===== config.mk =====
export PLATFORM = sky130hd
export DESIGN_NAME = pmic_device_flat
export DESIGN_NICKNAME = d
export VERILOG_FILES = /design/src/shared/pmic_seq_pkg.sv /design/src/shared/pmic_link_if.sv /design/src/design/pmic_device.sv /design/src/flat_wrapper.sv
export VERILOG_INCLUDE_DIRS = /design/src /design/src/shared
export SDC_FILE = /design/constraint.sdc
export NUM_CORES = 1
export LEC_CHECK = 0
export BUFFER_PORTS_ARGS = -buffer_cell sky130_fd_sc_hd__buf_2
export CORE_MARGIN = 2
export CORE_UTILIZATION = 35
export DETAILED_ROUTE_END_ITERATION = 10
export PLACE_DENSITY_LB_ADDON = 0.1
export RECOVER_POWER = 25
export SYNTH_ARGS = -nofsm -noshare
export SYNTH_HDL_FRONTEND = slang
export SYNTH_SLANG_ARGS = --single-unit

===== constraint.sdc =====
create_clock -name clk -period 1.78 [get_ports clk]
set_input_delay 0 -clock clk [delete_from_list [all_inputs] [get_ports clk]]
set_output_delay 0 -clock clk [all_outputs]
set_load 0.01 [all_outputs]

===== src/shared/pmic_seq_params.svh =====
// offsets, field positions, reset values and timing counts
`ifndef PMIC_SEQ_PARAMS_SVH
`define PMIC_SEQ_PARAMS_SVH
`define SYS_CTRL_A_OFS  9'h00e
`define SEQ_SLOT_OFS    9'h094
`define DVFS_SET_OFS    9'h0d7
`define BOOST_SET_OFS   9'h0d8
`define SCRATCH_OFS     9'h122
`define RTC_COUNT_OFS   9'h050
`define RTC_ALARM_OFS   9'h051
`define ALARM_CTRL_OFS  9'h052
`define WARM_FLAG_OFS   9'h053
`define SD1_CTRL_OFS    9'h054
`define WAKE_EN_OFS     9'h055
`define RUN_REQ_BIT     0
`define ALARM_ARM_BIT   0
`define ALARM_FIRED_BIT 1
`define SYS_CTRL_A_RST  8'h03
`define SCRATCH_RST     8'h00
`define WARM_FLAG_RST   1'b0
`define RETAIN_SLOT_VAL 8'h99
`define RUN_CLEAR_VAL   8'h02
`define WARM_MARK_VAL   8'h01
`define DVFS_STEP_MV    10
`define CLK_MHZ         10
`define SLOT_TIME_US    100
`define SLOT_CYCLES     (`SLOT_TIME_US * `CLK_MHZ)
`endif


===== src/shared/pmic_seq_pkg.sv =====
// types shared by both ends of the power manager link
package pmic_seq_pkg;
    typedef logic [8:0] reg_addr_t;
    typedef logic [7:0] reg_data_t;
    typedef enum logic [2:0] {
        ST_OFF, ST_UP, ST_ACTIVE, ST_DOWN, ST_RETAIN, ST_EXIT
    } seq_state_e;
    typedef enum logic [3:0] {
        H_BOOT, H_IDLE, H_SLOT, H_MARK, H_RTC_RD, H_ALARM, H_ARM,
        H_CLR, H_DDR, H_RUN, H_SLEEP
    } host_state_e;
endpackage


===== src/shared/pmic_link_if.sv =====
// pins and register channel between power manager and soc
`timescale 1ns/1ps
interface pmic_link_if;
    import pmic_seq_pkg::*;
    logic      retention_request_n;
    logic      soc_reset_n;
    logic      warm_boot_flag;
    logic [2:0] sd_sel;
    logic      boost_sel;
    logic      reg_req;
    logic      reg_we;
    reg_addr_t reg_addr;
    reg_data_t reg_wdata;
    logic      reg_ack;
    reg_data_t reg_rdata;
    modport device (
        input  retention_request_n, sd_sel, boost_sel,
        input  reg_req, reg_we, reg_addr, reg_wdata,
        output soc_reset_n, warm_boot_flag, reg_ack, reg_rdata
    );
    modport host (
        output retention_request_n, sd_sel, boost_sel,
        output reg_req, reg_we, reg_addr, reg_wdata,
        input  soc_reset_n, warm_boot_flag, reg_ack, reg_rdata
    );
endinterface


===== src/design/pmic_device.sv =====
// power manager: sequencer, retention control and register file
//
// Function
// supply up starts programmed rail order
// two outputs enable sub-regulator bucks per slot
// soc reset held until start-up completes
// sd select pins: low 1.8v, high 3.3v
// second sd supply low until host writes
// dvfs setpoint default, host rewritable, 10mv steps
// overdrive pin high selects boost setpoint
// boost setpoint default, host rewritable
// retention request fall powers down, ddr stays
// pwm active, ddr bucks pfm in retention
// exit: ddr back to pwm, then start-up
// wake: gpio edge, key low, pin rise, alarm
// wake climbs slots then releases soc reset
// warm flag low at power-up, lost power resets
// soc samples warm flag, sets before retention
// scratch loads zero, kept through retention
// soc sets alarm then clears events
// alarm match raises internal wake event
// soc writes slot setup then marks warm
// soc self-refresh, then clears run request
// run request cleared enters retention too
`timescale 1ns/1ps
`include "pmic_seq_params.svh"
module pmic_device #(
    parameter int        NUM_RAILS    = 6,
    parameter int        NUM_SLOTS    = 8,
    parameter int        SUB_SLOT0    = 3,
    parameter int        SUB_SLOT1    = 4,
    parameter logic [5:0] DDR_MASK    = 6'h06,
    parameter int        SLOT_CYCLES  = `SLOT_CYCLES,
    parameter logic [7:0] DVFS_DEFAULT  = 8'h50,
    parameter logic [7:0] BOOST_DEFAULT = 8'h5a,
    parameter int        GPIO_W       = 4
) (
    input  wire logic                 clk,
    input  wire logic                 rst_n,
    pmic_link_if.device               link,
    input  wire logic                 supply_good,
    input  wire logic                 power_key_n,
    input  wire logic                 wake_pin_in,
    input  wire logic [GPIO_W-1:0]    gpio_in,
    input  wire logic                 rtc_tick,
    output logic [NUM_RAILS-1:0]      rail_en,
    output logic [1:0]                sub_buck_en,
    output logic [3:0]                sd_level_high,
    output pmic_seq_pkg::reg_data_t   dvfs_code,
    output logic                      ddr_pfm,
    output pmic_seq_pkg::seq_state_e  seq_state
);
    import pmic_seq_pkg::*;

    localparam int CNT_W = $clog2(SLOT_CYCLES + 1);

    seq_state_e       state_reg;
    logic [3:0]       slot_reg;
    logic [CNT_W-1:0] tick_reg;
    logic             retained_reg;
    reg_data_t        ctrl_a_reg;
    reg_data_t        slot_setup_reg;
    reg_data_t        dvfs_reg;
    reg_data_t        boost_reg;
    reg_data_t        scratch_reg;
    reg_data_t        rtc_reg;
    reg_data_t        alarm_reg;
    logic             arm_reg;
    logic             fired_reg;
    logic             warm_reg;
    logic             sd1_high_reg;
    logic [GPIO_W-1:0] wake_en_reg;
    logic [GPIO_W-1:0] gpio_prev_reg;
    logic             ret_prev_reg;
    logic             key_prev_reg;
    logic             pin_prev_reg;
    logic             ack_reg;
    reg_data_t        rdata_reg;
    logic             slot_done;
    logic             wake_event;
    logic             enter_ret;
    logic             alarm_hit;
    logic             wr;

    function automatic logic hit(input reg_addr_t a, input reg_addr_t o);
        return wr && (a == o);
    endfunction

    assign wr        = link.reg_req && link.reg_we;
    assign slot_done = (tick_reg == CNT_W'(SLOT_CYCLES - 1));
    assign alarm_hit = arm_reg && rtc_tick
                     && (rtc_reg + 8'h01 == alarm_reg);
    // any wake source, only acted on while retained
    assign wake_event = (link.retention_request_n && !ret_prev_reg)
                      || (!power_key_n && key_prev_reg)
                      || (wake_pin_in && !pin_prev_reg)
                      || (|((gpio_in ^ gpio_prev_reg) & wake_en_reg))
                      || alarm_hit;
    // pin fall or run bit cleared by the host
    assign enter_ret = (!link.retention_request_n && ret_prev_reg)
                     || !ctrl_a_reg[`RUN_REQ_BIT];

    // edge history of the wake and request inputs
    always_ff @(posedge clk or negedge rst_n) begin
        if (!rst_n) begin
            ret_prev_reg  <= 1'b1;
            key_prev_reg  <= 1'b1;
            pin_prev_reg  <= 1'b0;
            gpio_prev_reg <= '0;
        end else begin
            ret_prev_reg  <= link.retention_request_n;
            key_prev_reg  <= power_key_n;
            pin_prev_reg  <= wake_pin_in;
            gpio_prev_reg <= gpio_in;
        end
    end

    // slot timer, restarts after each slot, held at zero in off, active and retain
    always_ff @(posedge clk or negedge rst_n) begin
        if (!rst_n) begin
            tick_reg <= '0;
        end else if (state_reg == ST_OFF || state_reg == ST_ACTIVE
                     || state_reg == ST_RETAIN || slot_done) begin
            tick_reg <= '0;
        end else begin
            tick_reg <= tick_reg + CNT_W'(1);
        end
    end

    // power sequencer; supply loss drops straight to off
    always_ff @(posedge clk or negedge rst_n) begin
        if (!rst_n) begin
            state_reg    <= ST_OFF;
            slot_reg     <= '0;
            retained_reg <= 1'b0;
        end else if (!supply_good) begin
            state_reg    <= ST_OFF;
            slot_reg     <= '0;
            retained_reg <= 1'b0;
        end else begin
            case (state_reg)
                ST_OFF: begin
                    state_reg <= ST_UP;
                end
                ST_UP: begin
                    if (slot_reg == 4'(NUM_SLOTS)) begin
                        state_reg    <= ST_ACTIVE;
                        retained_reg <= 1'b0;
                    end else if (slot_done) begin
                        slot_reg <= slot_reg + 4'h1;
                    end
                end
                ST_ACTIVE: begin
                    if (enter_ret) begin
                        state_reg    <= ST_DOWN;
                        retained_reg <= 1'b1;
                    end
                end
                ST_DOWN: begin
                    if (slot_reg == 4'h0) begin
                        state_reg <= ST_RETAIN;
                    end else if (slot_done) begin
                        slot_reg <= slot_reg - 4'h1;
                    end
                end
                ST_RETAIN: begin
                    if (wake_event) begin
                        state_reg <= ST_EXIT;
                    end
                end
                ST_EXIT: begin
                    // one slot in pwm before rails climb again
                    if (slot_done) begin
                        state_reg <= ST_UP;
                    end
                end
                default: begin
                    state_reg <= ST_OFF;
                end
            endcase
        end
    end

    // rail enables follow the slot; ddr rails held while retained
    always_comb begin
        for (int i = 0; i < NUM_RAILS; i++) begin
            rail_en[i] = (slot_reg > 4'(i))
                       || (retained_reg && DDR_MASK[i]);
        end
    end
    assign sub_buck_en[0] = slot_reg > 4'(SUB_SLOT0);
    assign sub_buck_en[1] = slot_reg > 4'(SUB_SLOT1);
    assign ddr_pfm = (state_reg == ST_RETAIN);
    assign link.soc_reset_n = (state_reg == ST_ACTIVE);
    assign seq_state = state_reg;
    assign link.warm_boot_flag = warm_reg;
    // sd0, sd3, sd2 from pins, sd1 from register
    assign sd_level_high = {link.sd_sel[2], sd1_high_reg,
                            link.sd_sel[1:0]};

    // dvfs output; boost pin overrides the normal setpoint
    always_ff @(posedge clk or negedge rst_n) begin
        if (!rst_n) begin
            dvfs_code <= '0;
        end else begin
            dvfs_code <= link.boost_sel ? boost_reg : dvfs_reg;
        end
    end

    // host-written configuration; only lost with all power
    always_ff @(posedge clk or negedge rst_n) begin
        if (!rst_n) begin
            slot_setup_reg <= '0;
            dvfs_reg       <= DVFS_DEFAULT;
            boost_reg      <= BOOST_DEFAULT;
            scratch_reg    <= `SCRATCH_RST;
            warm_reg       <= `WARM_FLAG_RST;
            sd1_high_reg   <= 1'b0;
            wake_en_reg    <= '0;
            alarm_reg      <= '0;
        end else begin
            if (hit(link.reg_addr, `SEQ_SLOT_OFS))
                slot_setup_reg <= link.reg_wdata;
            if (hit(link.reg_addr, `DVFS_SET_OFS))
                dvfs_reg <= link.reg_wdata;
            if (hit(link.reg_addr, `BOOST_SET_OFS))
                boost_reg <= link.reg_wdata;
            if (hit(link.reg_addr, `SCRATCH_OFS))
                scratch_reg <= link.reg_wdata;
            if (hit(link.reg_addr, `WARM_FLAG_OFS))
                warm_reg <= link.reg_wdata[0];
            if (hit(link.reg_addr, `SD1_CTRL_OFS))
                sd1_high_reg <= link.reg_wdata[0];
            if (hit(link.reg_addr, `WAKE_EN_OFS))
                wake_en_reg <= link.reg_wdata[GPIO_W-1:0];
            if (hit(link.reg_addr, `RTC_ALARM_OFS))
                alarm_reg <= link.reg_wdata;
        end
    end

    // run bit: host clears it, a wake sets it again
    always_ff @(posedge clk or negedge rst_n) begin
        if (!rst_n) begin
            ctrl_a_reg <= `SYS_CTRL_A_RST;
        end else begin
            if (hit(link.reg_addr, `SYS_CTRL_A_OFS))
                ctrl_a_reg <= link.reg_wdata;
            if (state_reg == ST_RETAIN && wake_event)
                ctrl_a_reg[`RUN_REQ_BIT] <= 1'b1;
        end
    end

    // rtc counter and alarm; a new firing beats a clear
    always_ff @(posedge clk or negedge rst_n) begin
        if (!rst_n) begin
            rtc_reg   <= '0;
            arm_reg   <= 1'b0;
            fired_reg <= 1'b0;
        end else begin
            if (hit(link.reg_addr, `RTC_COUNT_OFS))
                rtc_reg <= link.reg_wdata;
            else if (rtc_tick)
                rtc_reg <= rtc_reg + 8'h01;
            if (hit(link.reg_addr, `ALARM_CTRL_OFS)) begin
                arm_reg <= link.reg_wdata[`ALARM_ARM_BIT];
                if (link.reg_wdata[`ALARM_FIRED_BIT])
                    fired_reg <= 1'b0;
            end
            if (alarm_hit) begin
                fired_reg <= 1'b1;
                arm_reg   <= 1'b0;
            end
        end
    end

    // register read path, answered one cycle after the request
    always_ff @(posedge clk or negedge rst_n) begin
        if (!rst_n) begin
            ack_reg   <= 1'b0;
            rdata_reg <= '0;
        end else begin
            ack_reg <= link.reg_req;
            case (link.reg_addr)
                `SYS_CTRL_A_OFS: rdata_reg <= ctrl_a_reg;
                `SEQ_SLOT_OFS:   rdata_reg <= slot_setup_reg;
                `DVFS_SET_OFS:   rdata_reg <= dvfs_reg;
                `BOOST_SET_OFS:  rdata_reg <= boost_reg;
                `SCRATCH_OFS:    rdata_reg <= scratch_reg;
                `RTC_COUNT_OFS:  rdata_reg <= rtc_reg;
                `RTC_ALARM_OFS:  rdata_reg <= alarm_reg;
                `ALARM_CTRL_OFS: rdata_reg <= {6'h00, fired_reg, arm_reg};
                `WARM_FLAG_OFS:  rdata_reg <= {7'h00, warm_reg};
                `SD1_CTRL_OFS:   rdata_reg <= {7'h00, sd1_high_reg};
                `WAKE_EN_OFS:    rdata_reg <= 8'(wake_en_reg);
                default:         rdata_reg <= 8'h00;
            endcase
        end
    end
    assign link.reg_ack   = ack_reg;
    assign link.reg_rdata = rdata_reg;
endmodule


===== src/flat_wrapper.sv =====
// flat-port wrapper written by rule: the top's interface ports become plain ports
module pmic_device_flat import pmic_seq_pkg::*;
#(
    parameter int        NUM_RAILS    = 6,
    parameter int        NUM_SLOTS    = 8,
    parameter int        SUB_SLOT0    = 3,
    parameter int        SUB_SLOT1    = 4,
    parameter logic [5:0] DDR_MASK    = 6'h06,
    parameter int        SLOT_CYCLES  = `SLOT_CYCLES,
    parameter logic [7:0] DVFS_DEFAULT  = 8'h50,
    parameter logic [7:0] BOOST_DEFAULT = 8'h5a,
    parameter int        GPIO_W       = 4
)
  (clk, rst_n, supply_good, power_key_n, wake_pin_in, gpio_in, rtc_tick, rail_en, sub_buck_en, sd_level_high, dvfs_code, ddr_pfm, seq_state, link_retention_request_n, link_sd_sel, link_boost_sel, link_reg_req, link_reg_we, link_reg_addr, link_reg_wdata, link_soc_reset_n, link_warm_boot_flag, link_reg_ack, link_reg_rdata);
  pmic_link_if link_i ();
  input  wire logic clk;
  input  wire logic rst_n;
  input  wire logic supply_good;
  input  wire logic power_key_n;
  input  wire logic wake_pin_in;
  input  wire logic [GPIO_W-1:0] gpio_in;
  input  wire logic rtc_tick;
  output logic [NUM_RAILS-1:0] rail_en;
  output logic [1:0] sub_buck_en;
  output logic [3:0] sd_level_high;
  output pmic_seq_pkg::reg_data_t dvfs_code;
  output logic ddr_pfm;
  output pmic_seq_pkg::seq_state_e seq_state;
  input wire logic [$bits(link_i.retention_request_n)-1:0] link_retention_request_n;
  input wire logic [$bits(link_i.sd_sel)-1:0] link_sd_sel;
  input wire logic [$bits(link_i.boost_sel)-1:0] link_boost_sel;
  input wire logic [$bits(link_i.reg_req)-1:0] link_reg_req;
  input wire logic [$bits(link_i.reg_we)-1:0] link_reg_we;
  input wire logic [$bits(link_i.reg_addr)-1:0] link_reg_addr;
  input wire logic [$bits(link_i.reg_wdata)-1:0] link_reg_wdata;
  output wire logic [$bits(link_i.soc_reset_n)-1:0] link_soc_reset_n;
  output wire logic [$bits(link_i.warm_boot_flag)-1:0] link_warm_boot_flag;
  output wire logic [$bits(link_i.reg_ack)-1:0] link_reg_ack;
  output wire logic [$bits(link_i.reg_rdata)-1:0] link_reg_rdata;
  assign link_i.retention_request_n = link_retention_request_n;
  assign link_i.sd_sel = link_sd_sel;
  assign link_i.boost_sel = link_boost_sel;
  assign link_i.reg_req = link_reg_req;
  assign link_i.reg_we = link_reg_we;
  assign link_i.reg_addr = link_reg_addr;
  assign link_i.reg_wdata = link_reg_wdata;
  assign link_soc_reset_n = link_i.soc_reset_n;
  assign link_warm_boot_flag = link_i.warm_boot_flag;
  assign link_reg_ack = link_i.reg_ack;
  assign link_reg_rdata = link_i.reg_rdata;
  pmic_device #(.NUM_RAILS(NUM_RAILS), .NUM_SLOTS(NUM_SLOTS), .SUB_SLOT0(SUB_SLOT0), .SUB_SLOT1(SUB_SLOT1), .DDR_MASK(DDR_MASK), .SLOT_CYCLES(SLOT_CYCLES), .DVFS_DEFAULT(DVFS_DEFAULT), .BOOST_DEFAULT(BOOST_DEFAULT), .GPIO_W(GPIO_W)) u_core (.clk(clk), .rst_n(rst_n), .link(link_i), .supply_good(supply_good), .power_key_n(power_key_n), .wake_pin_in(wake_pin_in), .gpio_in(gpio_in), .rtc_tick(rtc_tick), .rail_en(rail_en), .sub_buck_en(sub_buck_en), .sd_level_high(sd_level_high), .dvfs_code(dvfs_code), .ddr_pfm(ddr_pfm), .seq_state(seq_state));
endmodule

# [After elaboration in Yosys (flattened, before gate mapping)]
# Index checks and enable logic that the tools add are counted.
[word_totals] wordCells=140 ff_bits=106 input_bits=34 output_inout_bits=35
[op_classes] order_cmp=6 bitwise_logic=2 n_reduce_logical=45 add_sub_neg=4 n_eq_ne=30 n_mux=29
[ops] operator="8-bit case mux with 11 select lines" count=1
[ops] operator="9-bit by 7-bit equality test with 1-bit output (second input constant)" count=6
[ops] operator="9-bit by 8-bit equality test with 1-bit output (second input constant)" count=3
[ops] operator="8-bit 2-to-1 mux" count=3
[ops] operator="3-bit by 2-bit inequality test with 1-bit output (second input constant)" count=7
[ops] operator="4-bit 2-to-1 mux" count=5
[ops] operator="1-bit logical AND" count=19
[ops] operator="3-bit 2-to-1 mux" count=6
[ops] operator="3-bit case mux with 6 select lines" count=1
[ops] operator="10-bit by 1-bit adder with 10-bit output (second input constant)" count=1
[ops] operator="10-bit equality test (second input constant)" count=1
[ops] operator="1-bit logical OR" count=10
[ops] operator="1-bit 2-to-1 mux" count=10
[ops] operator="10-bit 2-to-1 mux" count=1
[ops] operator="5-bit AND reduction" count=2
[ops] operator="9-bit by 4-bit equality test with 1-bit output (second input constant)" count=1
[ops] operator="9-bit equality test (second input constant)" count=1
[ops] operator="8-bit by 1-bit adder with 8-bit output (second input constant)" count=1
[ops] operator="8-bit equality test" count=1
[ops] operator="4-bit by 1-bit greater-than comparator with 1-bit output (second input constant)" count=2
[ops] operator="4-bit by 2-bit greater-than comparator with 1-bit output (second input constant)" count=2
[ops] operator="4-bit by 3-bit greater-than comparator with 1-bit output (second input constant)" count=2
[ops] operator="4-bit case mux with 2 select lines" count=1
[ops] operator="2-bit nonzero test" count=4
[ops] operator="17 further kinds" count=25

# [Depth between registers and ports, before layout]
# Gate-level depths: netlist of run 1.
[depth] ltp_word=9 mapped_depth=7 depth_no_buf=7

# [Worst setup path before layout of run 1]
# OpenSTA, ideal clock, no wires.
[synth_timing] path_kind="register to register" startpoint="reg u_core.rtc_reg[0]" endpoint="reg u_core.ctrl_a_reg[0]" required_ps=1694 path_stages_with_launch=7 path_buffers=0 setup_time_ps=86 arrival_ps=1643 synth_period_minus_slack_ps=1729 path_slack_ps=51 path_cell_list="dfrtp_1 ha_1 xnor2_1 nand3_1 a2111oi_4 o211ai_2 o31ai_2"
[synth_via] elab_chain_cells=6 elab_cells_between_ends=7 cone_classes="add/sub: 1; eq/ne: 1; mux: 1; reduce/logical: 4"
[synth_rtl] item="start, declared" line_no="pmic_device.sv:66" source="reg_data_t rtc_reg;"
[synth_rtl] item="start signal, assigned" line_no="pmic_device.sv:261" source="rtc_reg <= link.reg_wdata;"
[synth_rtl] item="start signal, assigned" line_no="pmic_device.sv:263" source="rtc_reg <= rtc_reg + 8'h01;"
[synth_rtl] item="8-bit by 1-bit adder with 8-bit output (*)" line_no="pmic_device.sv:92" source="&& (rtc_reg + 8'h01 == alarm_reg);"
[synth_rtl] item="8-bit equality test (*)" line_no="pmic_device.sv:92"
[synth_rtl] item="1-bit logical AND (*)" line_no="pmic_device.sv:92"
[synth_rtl] item="1-bit logical OR (*)" line_no="pmic_device.sv:98" source="|| alarm_hit;"
[synth_rtl] item="1-bit logical AND (*)" line_no="pmic_device.sv:248" source="if (state_reg == ST_RETAIN && wake_event)"
[synth_rtl] item="1-bit 2-to-1 mux / 2-bit nonzero test (equally long branches)"
[synth_rtl] item="end signal, assigned" line_no="pmic_device.sv:244" source="ctrl_a_reg <= `SYS_CTRL_A_RST;"
[synth_rtl] item="end signal, assigned" line_no="pmic_device.sv:247" source="ctrl_a_reg <= link.reg_wdata;"
[synth_rtl] item="end, declared" line_no="pmic_device.sv:61" source="reg_data_t ctrl_a_reg;"
# Every way passes the cells marked *; elsewhere a longest branch is shown, timed or not.
# A chain may end at the register's enable or synchronous reset.

# [Worst setup path after layout of run 1]
# Same ends and word-level chain as after synthesis.

==> out/results.txt, run 1 <==
number of rows created at floorplan - 45
floorplan die area - 16400 sq um
setup repair after global routing missed its margin - yes
internal power contribution - 0.00400 W
clk buf depth - 2
top-level I/O count - 69
cell family with most CP delay - compound AO/OA/AOI/OAI gates
TritonCTS clock tree - built
proportion of total power due to net switching - 29.3%
Routed WL per cell - 17.7 um
startpoint of the most critical register-to-register path - u_core.rtc_reg[0]
post-CTS clock slew at the launch and capture registers of the worst setup and hold paths - 0.08 ns
Via Count - 3916
max FFs per register - 10
TritonCTS buffer count - 9
critical path startpoint - u_core.rtc_reg[0]
Layout Nets - 606
accumulated negative setup slack - 0 ns
most common cell after layout, fill and taps aside - sky130_fd_sc_hd__dfrtp_1
number of distinct library cell variants in the gate-level netlist after synthesis - 69
slowest cell on the critical path - sky130_fd_sc_hd__dfrtp_1
vias in the first global route - 4037
per-instance average area after synthesis - 11.5 sq um
worst slew pin tran - 1.24 ns
startpoint of the tightest hold check path - link_sd_sel[1]
effective utilization at floorplan - 35.7%
antenna cell count - 0
Max Freq - 574 MHz
most frequent cells in the layout - 96 x sky130_fd_sc_hd__dfrtp_1, 62 x sky130_fd_sc_hd__mux2_2, 54 x sky130_fd_sc_hd__buf_2, 35 x sky130_fd_sc_hd__buf_4, 32 x sky130_fd_sc_hd__nor2_1
Global Route met3 Usage - 3.92%
total routed wirelength - 13400 um
initial antenna violation count - 0
Synthesized Nets - 509
remaining number of nets flagged by the antenna check after routing - 0
stage delay of the slowest cell on the critical path - 0.40 ns
cell type with the highest aggregate area in the netlist - sky130_fd_sc_hd__dfrtp_1
kind of launch point of the worst setup path - register
die boundary width - 128 um
Pwr per Cell Area - 867 nW/um^2
portion of total power attributed to combinational logic - 17.8%
GRT Residual Overflow - 0
master cell of the clock root buffer - sky130_fd_sc_hd__clkbuf_16
number of sinks handled by clock tree synthesis - 106
Leak - 3.14 nW
post-layout utilization of the core - 43.1%
GR met1 Demand/Resource - 22.6%
Clock Power Share - 35.3%
number of detailed-route iterations in the first pass - 4
part of the cycle the worst path needs - 97.8%
top cell type's share of synthesized area - 44.5%
ratio of cells with drive above 1 in the final layout - 35.6%
Vias/cell - 5.16
most used flip-flop cell after synthesis - sky130_fd_sc_hd__dfrtp_1
quantity of I/O buffers inserted on ports - 62
max capacitance violation total - 0
mapped cell area - 5400 sq um
first-pass GRT wire length - 21600 um
total of endpoints with negative setup slack in the final report - 0
maximum net fanout on the critical path - 6
Bufs and invs on worst path - 1
Synth warnings - 0
number of buffers inserted by post-CTS setup repair - 0
DRC viols - 0
Initial DRC Count - 207
async set or reset register ratio after synthesis - 100%
Die Y - 128 um
total number of H-tree levels - 3
kind of end point of the critical path - register
weighted congestion reported at the end of routability-driven placement - 0.790
minimum clock period - 1.74 ns
maximum number of pins on one net before global-route repair - 48
Filler Cell Count - 1457
GR Util All Layers - 17.3%
Worst Setup Path Type - reg2reg
Most Used Layer, Global Route - met2
cells along the critical path - buf_4, and4_4, a21o_1, a2111oi_4, o211ai_2, o31ai_2
worst rel slew slack - 17.2%
Core Footprint - 15100 sq um
part of the Yosys area used for sequential elements - 49.3%
grt met2 use - 28.3%
setup skew after layout - 0.0102 ns
critical path data arrival time - 2.00 ns
data required time of the critical path - 2.04 ns
post-synthesis instance total - 469
Worst Hold Margin - 0.00000326 ns
HP Class - in2out
endpoints failing hold - 0
Detail Placement HPWL - 10200 um
max-slew violation count - 0
area growth from synthesis to layout - 20.8%
IR drop worst, VDD - 0.491 mV
leading cell types by total area after synthesis - sky130_fd_sc_hd__dfrtp_1 44%, sky130_fd_sc_hd__mux2_2 13%, sky130_fd_sc_hd__dfstp_2 4.9%
fraction of power consumed by sequential logic - 46.8%
result of the run - completed
later-pin clock latency in the skew report - 0.35 ns
synthesized flop and latch total - 106
EDFF count, synth - 0
net switching power - 0.00166 W
synth_stat cells, types with 4 or more instances:
cell	number
sky130_fd_sc_hd__a21o_1	6
sky130_fd_sc_hd__a21oi_1	16
sky130_fd_sc_hd__a222oi_1	4
sky130_fd_sc_hd__a22oi_1	13
sky130_fd_sc_hd__and2_1	5
sky130_fd_sc_hd__buf_4	11
sky130_fd_sc_hd__clkbuf_1	8
sky130_fd_sc_hd__dfrtp_1	96
sky130_fd_sc_hd__dfstp_2	10
sky130_fd_sc_hd__ha_1	6
sky130_fd_sc_hd__inv_1	14
sky130_fd_sc_hd__mux2_2	62
sky130_fd_sc_hd__mux2i_1	7
sky130_fd_sc_hd__nand2_1	21
sky130_fd_sc_hd__nand2b_1	7
sky130_fd_sc_hd__nand3_1	19
sky130_fd_sc_hd__nand3b_1	4
sky130_fd_sc_hd__nor2_1	32
sky130_fd_sc_hd__nor2b_1	4
sky130_fd_sc_hd__nor3_1	9
sky130_fd_sc_hd__nor3b_1	4
sky130_fd_sc_hd__o21ai_0	4
sky130_fd_sc_hd__xnor2_1	17
sky130_fd_sc_hd__xor2_1	14
layout make-up:
cell class / instances / area (sq um) / area share (%)
clock buffer: 9 / 225 / 3.45
inverter: 14 / 52.6 / 0.805
multi-input combinational: 322 / 2530 / 38.7
sequential: 106 / 2670 / 40.8
tap: 188 / 235 / 3.60
timing repair buffer: 113 / 744 / 11.4
clock inverter: 7 / 77.6 / 1.19
power by group through the flow:
stage	logic, W	registers (W)	clock network, W
6_report	0.00101	0.00265	0.00200
5_1_grt	0.00112	0.00267	0.00220
4_1_cts	0.00101	0.00265	0.00209
3_5_place_dp	0.000978	0.00270	0
3_3_place_gp	0.000957	0.00269	0
2_1_floorplan	0.000675	0.00267	0
metal layers:
metal	share of wire [%]	routed length (um)
met2	49	6620
met3	3.6	477
met1	46	6170
met4	1.1	149
met5	0	0
stage by stage:
stage / worst slack (ns) / std cells / instance area [sq um] / power, W
floorplan: 0.0514 / 469 / 5400 / 0.00334
global placement: 0.0474 / 729 / 6080 / 0.00365
detailed placement: 0.0162 / 729 / 6080 / 0.00368
CTS: 0.0366 / 759 / 6530 / 0.00574
global route: -0.0476 / 759 / 6530 / 0.00599
finish: 0.0387 / 759 / 6530 / 0.00566
final timing paths:
kind	slack, ns	end	cells after the start
hold / removal	0.000003	sd_level_high[1]	0
setup / recovery	0.04	u_core.ctrl_a_reg[0]	6
hold reg to reg	0.48	u_core.tick_reg[0]	1
max in group asynchronous	0.43	u_core.ctrl_a_reg[0]	3
setup reg to reg	0.04	u_core.ctrl_a_reg[0]	6
min in group asynchronous	0.45	u_core.link.reg_rdata[4]	2
timing repair:
item	4_1_cts	5_1_grt
endpoints found under the hold margin	74	0
setup endpoints to repair	1	7
hold buffers	14	0
pin swaps	2	1
resized for setup	0	3
kinds of logic after synthesis:
family | synth area share [%]
AOI/OAI and AO/OA | 10.3
xor gates and xnor gates | 5.03
adders and majority gates | 1.39
buffers and inverters | 4.10
DFF | 49.3
muxes | 14.6
and+or+nand+nor | 15.2
No activity file was read; power rests on OpenSTA's default activity.
==> run 2, diff against run 1 <==
CORE_UTILIZATION = 40   (was 35)
CTS_CLUSTER_SIZE = 10   (was default)
SLEW_MARGIN = 40   (was default)
==> out/results.txt, run 2 (synthesis gave the netlist of run 1 again) <==
Via Count - 3882 (-0.87%)
setup repair after global routing missed its margin - yes
critical path startpoint - u_core.rtc_reg[0]
Routed WL per cell - 17.9 um (+1.4%)
area growth from synthesis to layout - 18.8%
Filler Cell Count - 1273 (-13%)
floorplan die area - 14500 sq um (-12%)
Pwr per Cell Area - 868 nW/um^2 (+0.12%)
critical path data arrival time - 2.00 ns (about the same)
initial antenna violation count - 0 (unchanged)
worst rel slew slack - 32.3% (+15 points)
worst reg2reg path endpoint - u_core.ctrl_a_reg[0]
max capacitance violation total - 0 (unchanged)
cell depth of the worst hold path - 0 (unchanged)
minimum clock period - 1.73 ns (-0.00926 ns)
total routed wirelength - 13200 um (-1.4%)
effective utilization at floorplan - 40.8% (+5.1 points)
Layout Nets - 597 (-1.5%)
later-pin clock latency in the skew report - 0.35 ns (about the same)
post-CTS clock slew at the launch and capture registers of the worst setup and hold paths - 0.08 ns (about the same)
post-placement setup slack - 0.0256 ns (+0.00942 ns)
endpoints failing hold - 0 (unchanged)
Leak - 3.07 nW (-2.1%)
antenna cell count - 0 (unchanged)
number of detailed-route iterations in the first pass - 4 (unchanged)
kind of launch point of the worst setup path - register
maximum net fanout on the critical path - 6 (unchanged)
result of the run - completed
maximum number of pins on one net before global-route repair - 65 (+35%)
data required time of the critical path - 2.04 ns (about the same)
GR Util All Layers - 19.5% (+2.2 points)
Detail Placement HPWL - 9590 um (-5.5%)
Die Y - 120 um (-6.3%)
Worst Hold Margin - 0.00000445 ns (+0.00000119 ns)
weighted congestion reported at the end of routability-driven placement - 0.842 (+6.6%)
number of rows created at floorplan - 42 (-6.7%)
quantity of I/O buffers inserted on ports - 62 (unchanged)
post-layout utilization of the core - 48.5% (+5.4 points)
placed insts - 708 (-2.9%)
vias in the first global route - 3907 (-3.2%)
max-slew violation count - 0 (unchanged)
worst slew pin tran - 1.02 ns (-0.226 ns)
HP Class - in2out
most frequent cells in the layout - 96 x sky130_fd_sc_hd__dfrtp_1, 62 x sky130_fd_sc_hd__mux2_2, 53 x sky130_fd_sc_hd__buf_2, 32 x sky130_fd_sc_hd__nor2_1, 24 x sky130_fd_sc_hd__buf_4
TritonCTS buffer count - 9 (unchanged)
clk buf depth - 2 (unchanged)
logic depth of the worst register-to-register path - 6 (unchanged)
total of endpoints with negative setup slack in the final report - 0 (unchanged)
DRC viols - 0 (unchanged)
first-pass GRT wire length - 21500 um (-0.16%)
GRT Residual Overflow - 0 (unchanged)
max FFs per register - 10 (unchanged)
die boundary width - 120 um (-6.3%)
startpoint of the most critical register-to-register path - u_core.rtc_reg[0]
remaining number of nets flagged by the antenna check after routing - 0 (unchanged)
final cell count without fillers - 738 (-2.8%)
WHS Endpoint - sd_level_high[3]
accumulated negative setup slack - 0 ns (unchanged)
least setup slack across all paths after layout - 0.0480 ns (+0.00926 ns)
number of sinks handled by clock tree synthesis - 106 (unchanged)
Vias/cell - 5.26 (+2.0%)
startpoint of the tightest hold check path - link_sd_sel[2]
top-level I/O count - 69 (unchanged)
TritonCTS clock tree - built
most common cell after layout, fill and taps aside - sky130_fd_sc_hd__dfrtp_1
kind of end point of the critical path - register
part of the cycle the worst path needs - 97.3% (-0.52 points)
Core Footprint - 13200 sq um (-13%)
IR drop worst, VDD - 0.378 mV (-23%)
master cell of the clock root buffer - sky130_fd_sc_hd__clkbuf_16
Worst Setup Path Type - reg2reg
internal reg-to-reg setup slack - 0.05 ns (about the same)
Initial DRC Count - 268 (+29%)
Max Freq - 577 MHz (+0.53%)
total number of H-tree levels - 3 (unchanged)
ratio of cells with drive above 1 in the final layout - 33.8% (-1.7 points)
setup skew after layout - 0.0127 ns (+0.00256 ns)
[run 2: cell types whose count changed in the layout (fill, tap and decap cells not counted), sizes merged]
| cell | change |
|---|---|
| clkinvlp | -1 |
| buf | -12 |
| inv | -5 |
| clkbuf | +9 |
[run 2: per-stage QoR]
stage / power, W / cell area, sq um
after floorplan: 0.00334 / 5400
after global placement: 0.00363 / 6010
after detailed placement: 0.00365 / 6010
after CTS: 0.00561 / 6430
after global routing: 0.00585 / 6420
final: 0.00557 / 6420
[run 2: worst max-delay path by stage]
stage | to | cells after the start | slack (ns)
global placement | u_core.ctrl_a_reg[0] | 6 | 0.05
finish | u_core.ctrl_a_reg[0] | 6 | 0.05
floorplan | u_core.ctrl_a_reg[0] | 6 | 0.05
global route | u_core.ctrl_a_reg[0] | 6 | -0.06
CTS | u_core.ctrl_a_reg[0] | 6 | 0.009
detailed placement | u_core.ctrl_a_reg[0] | 6 | 0.03
[run 2: report_power, final]
part	switching [W]	internal (W)
Sequential	0.000139	0.00253
Combinational	0.000527	0.000469
Clock	0.000870	0.00103
Total	0.00154	0.00403
[run 2: worst max-delay path, stage by stage, from the launching register on]
cell	delay, ns
sky130_fd_sc_hd__dfrtp_1	0.40
sky130_fd_sc_hd__buf_6	0.14
sky130_fd_sc_hd__and4_4	0.21
sky130_fd_sc_hd__a21o_1	0.21
sky130_fd_sc_hd__a2111oi_4	0.32
sky130_fd_sc_hd__o211ai_2	0.17
sky130_fd_sc_hd__o31ai_2	0.19
[run 2: layout make-up]
cell class                 instances  area (sq um)  area share [%]
multi-input combinational        322          2540            39.6
sequential                       106          2670            41.5
timing repair buffer             104           663            10.3
tap                              176           220            3.43
clock buffer                      15           268            4.17
clock inverter                     1          8.76           0.137
inverter                          14          52.6           0.819
[run 2: metal layers]
metal  global-route usage [%]  vias up  part of all wire, %
met5                        0        -                    0
met4                     5.16        0                 0.76
met3                     4.10        7                  4.1
met2                     28.8       73                   45
met1                     29.2     1952                   50
li1                         -     1850                    -
[run 2: timing repair]
action / 4_1_cts / 5_1_grt
resized for setup: 0 / 5
setup buffers: 0 / 0
setup endpoints to repair: 0 / 17
hold buffers: 14 / 0
hold endpoints to repair: 136 / 0
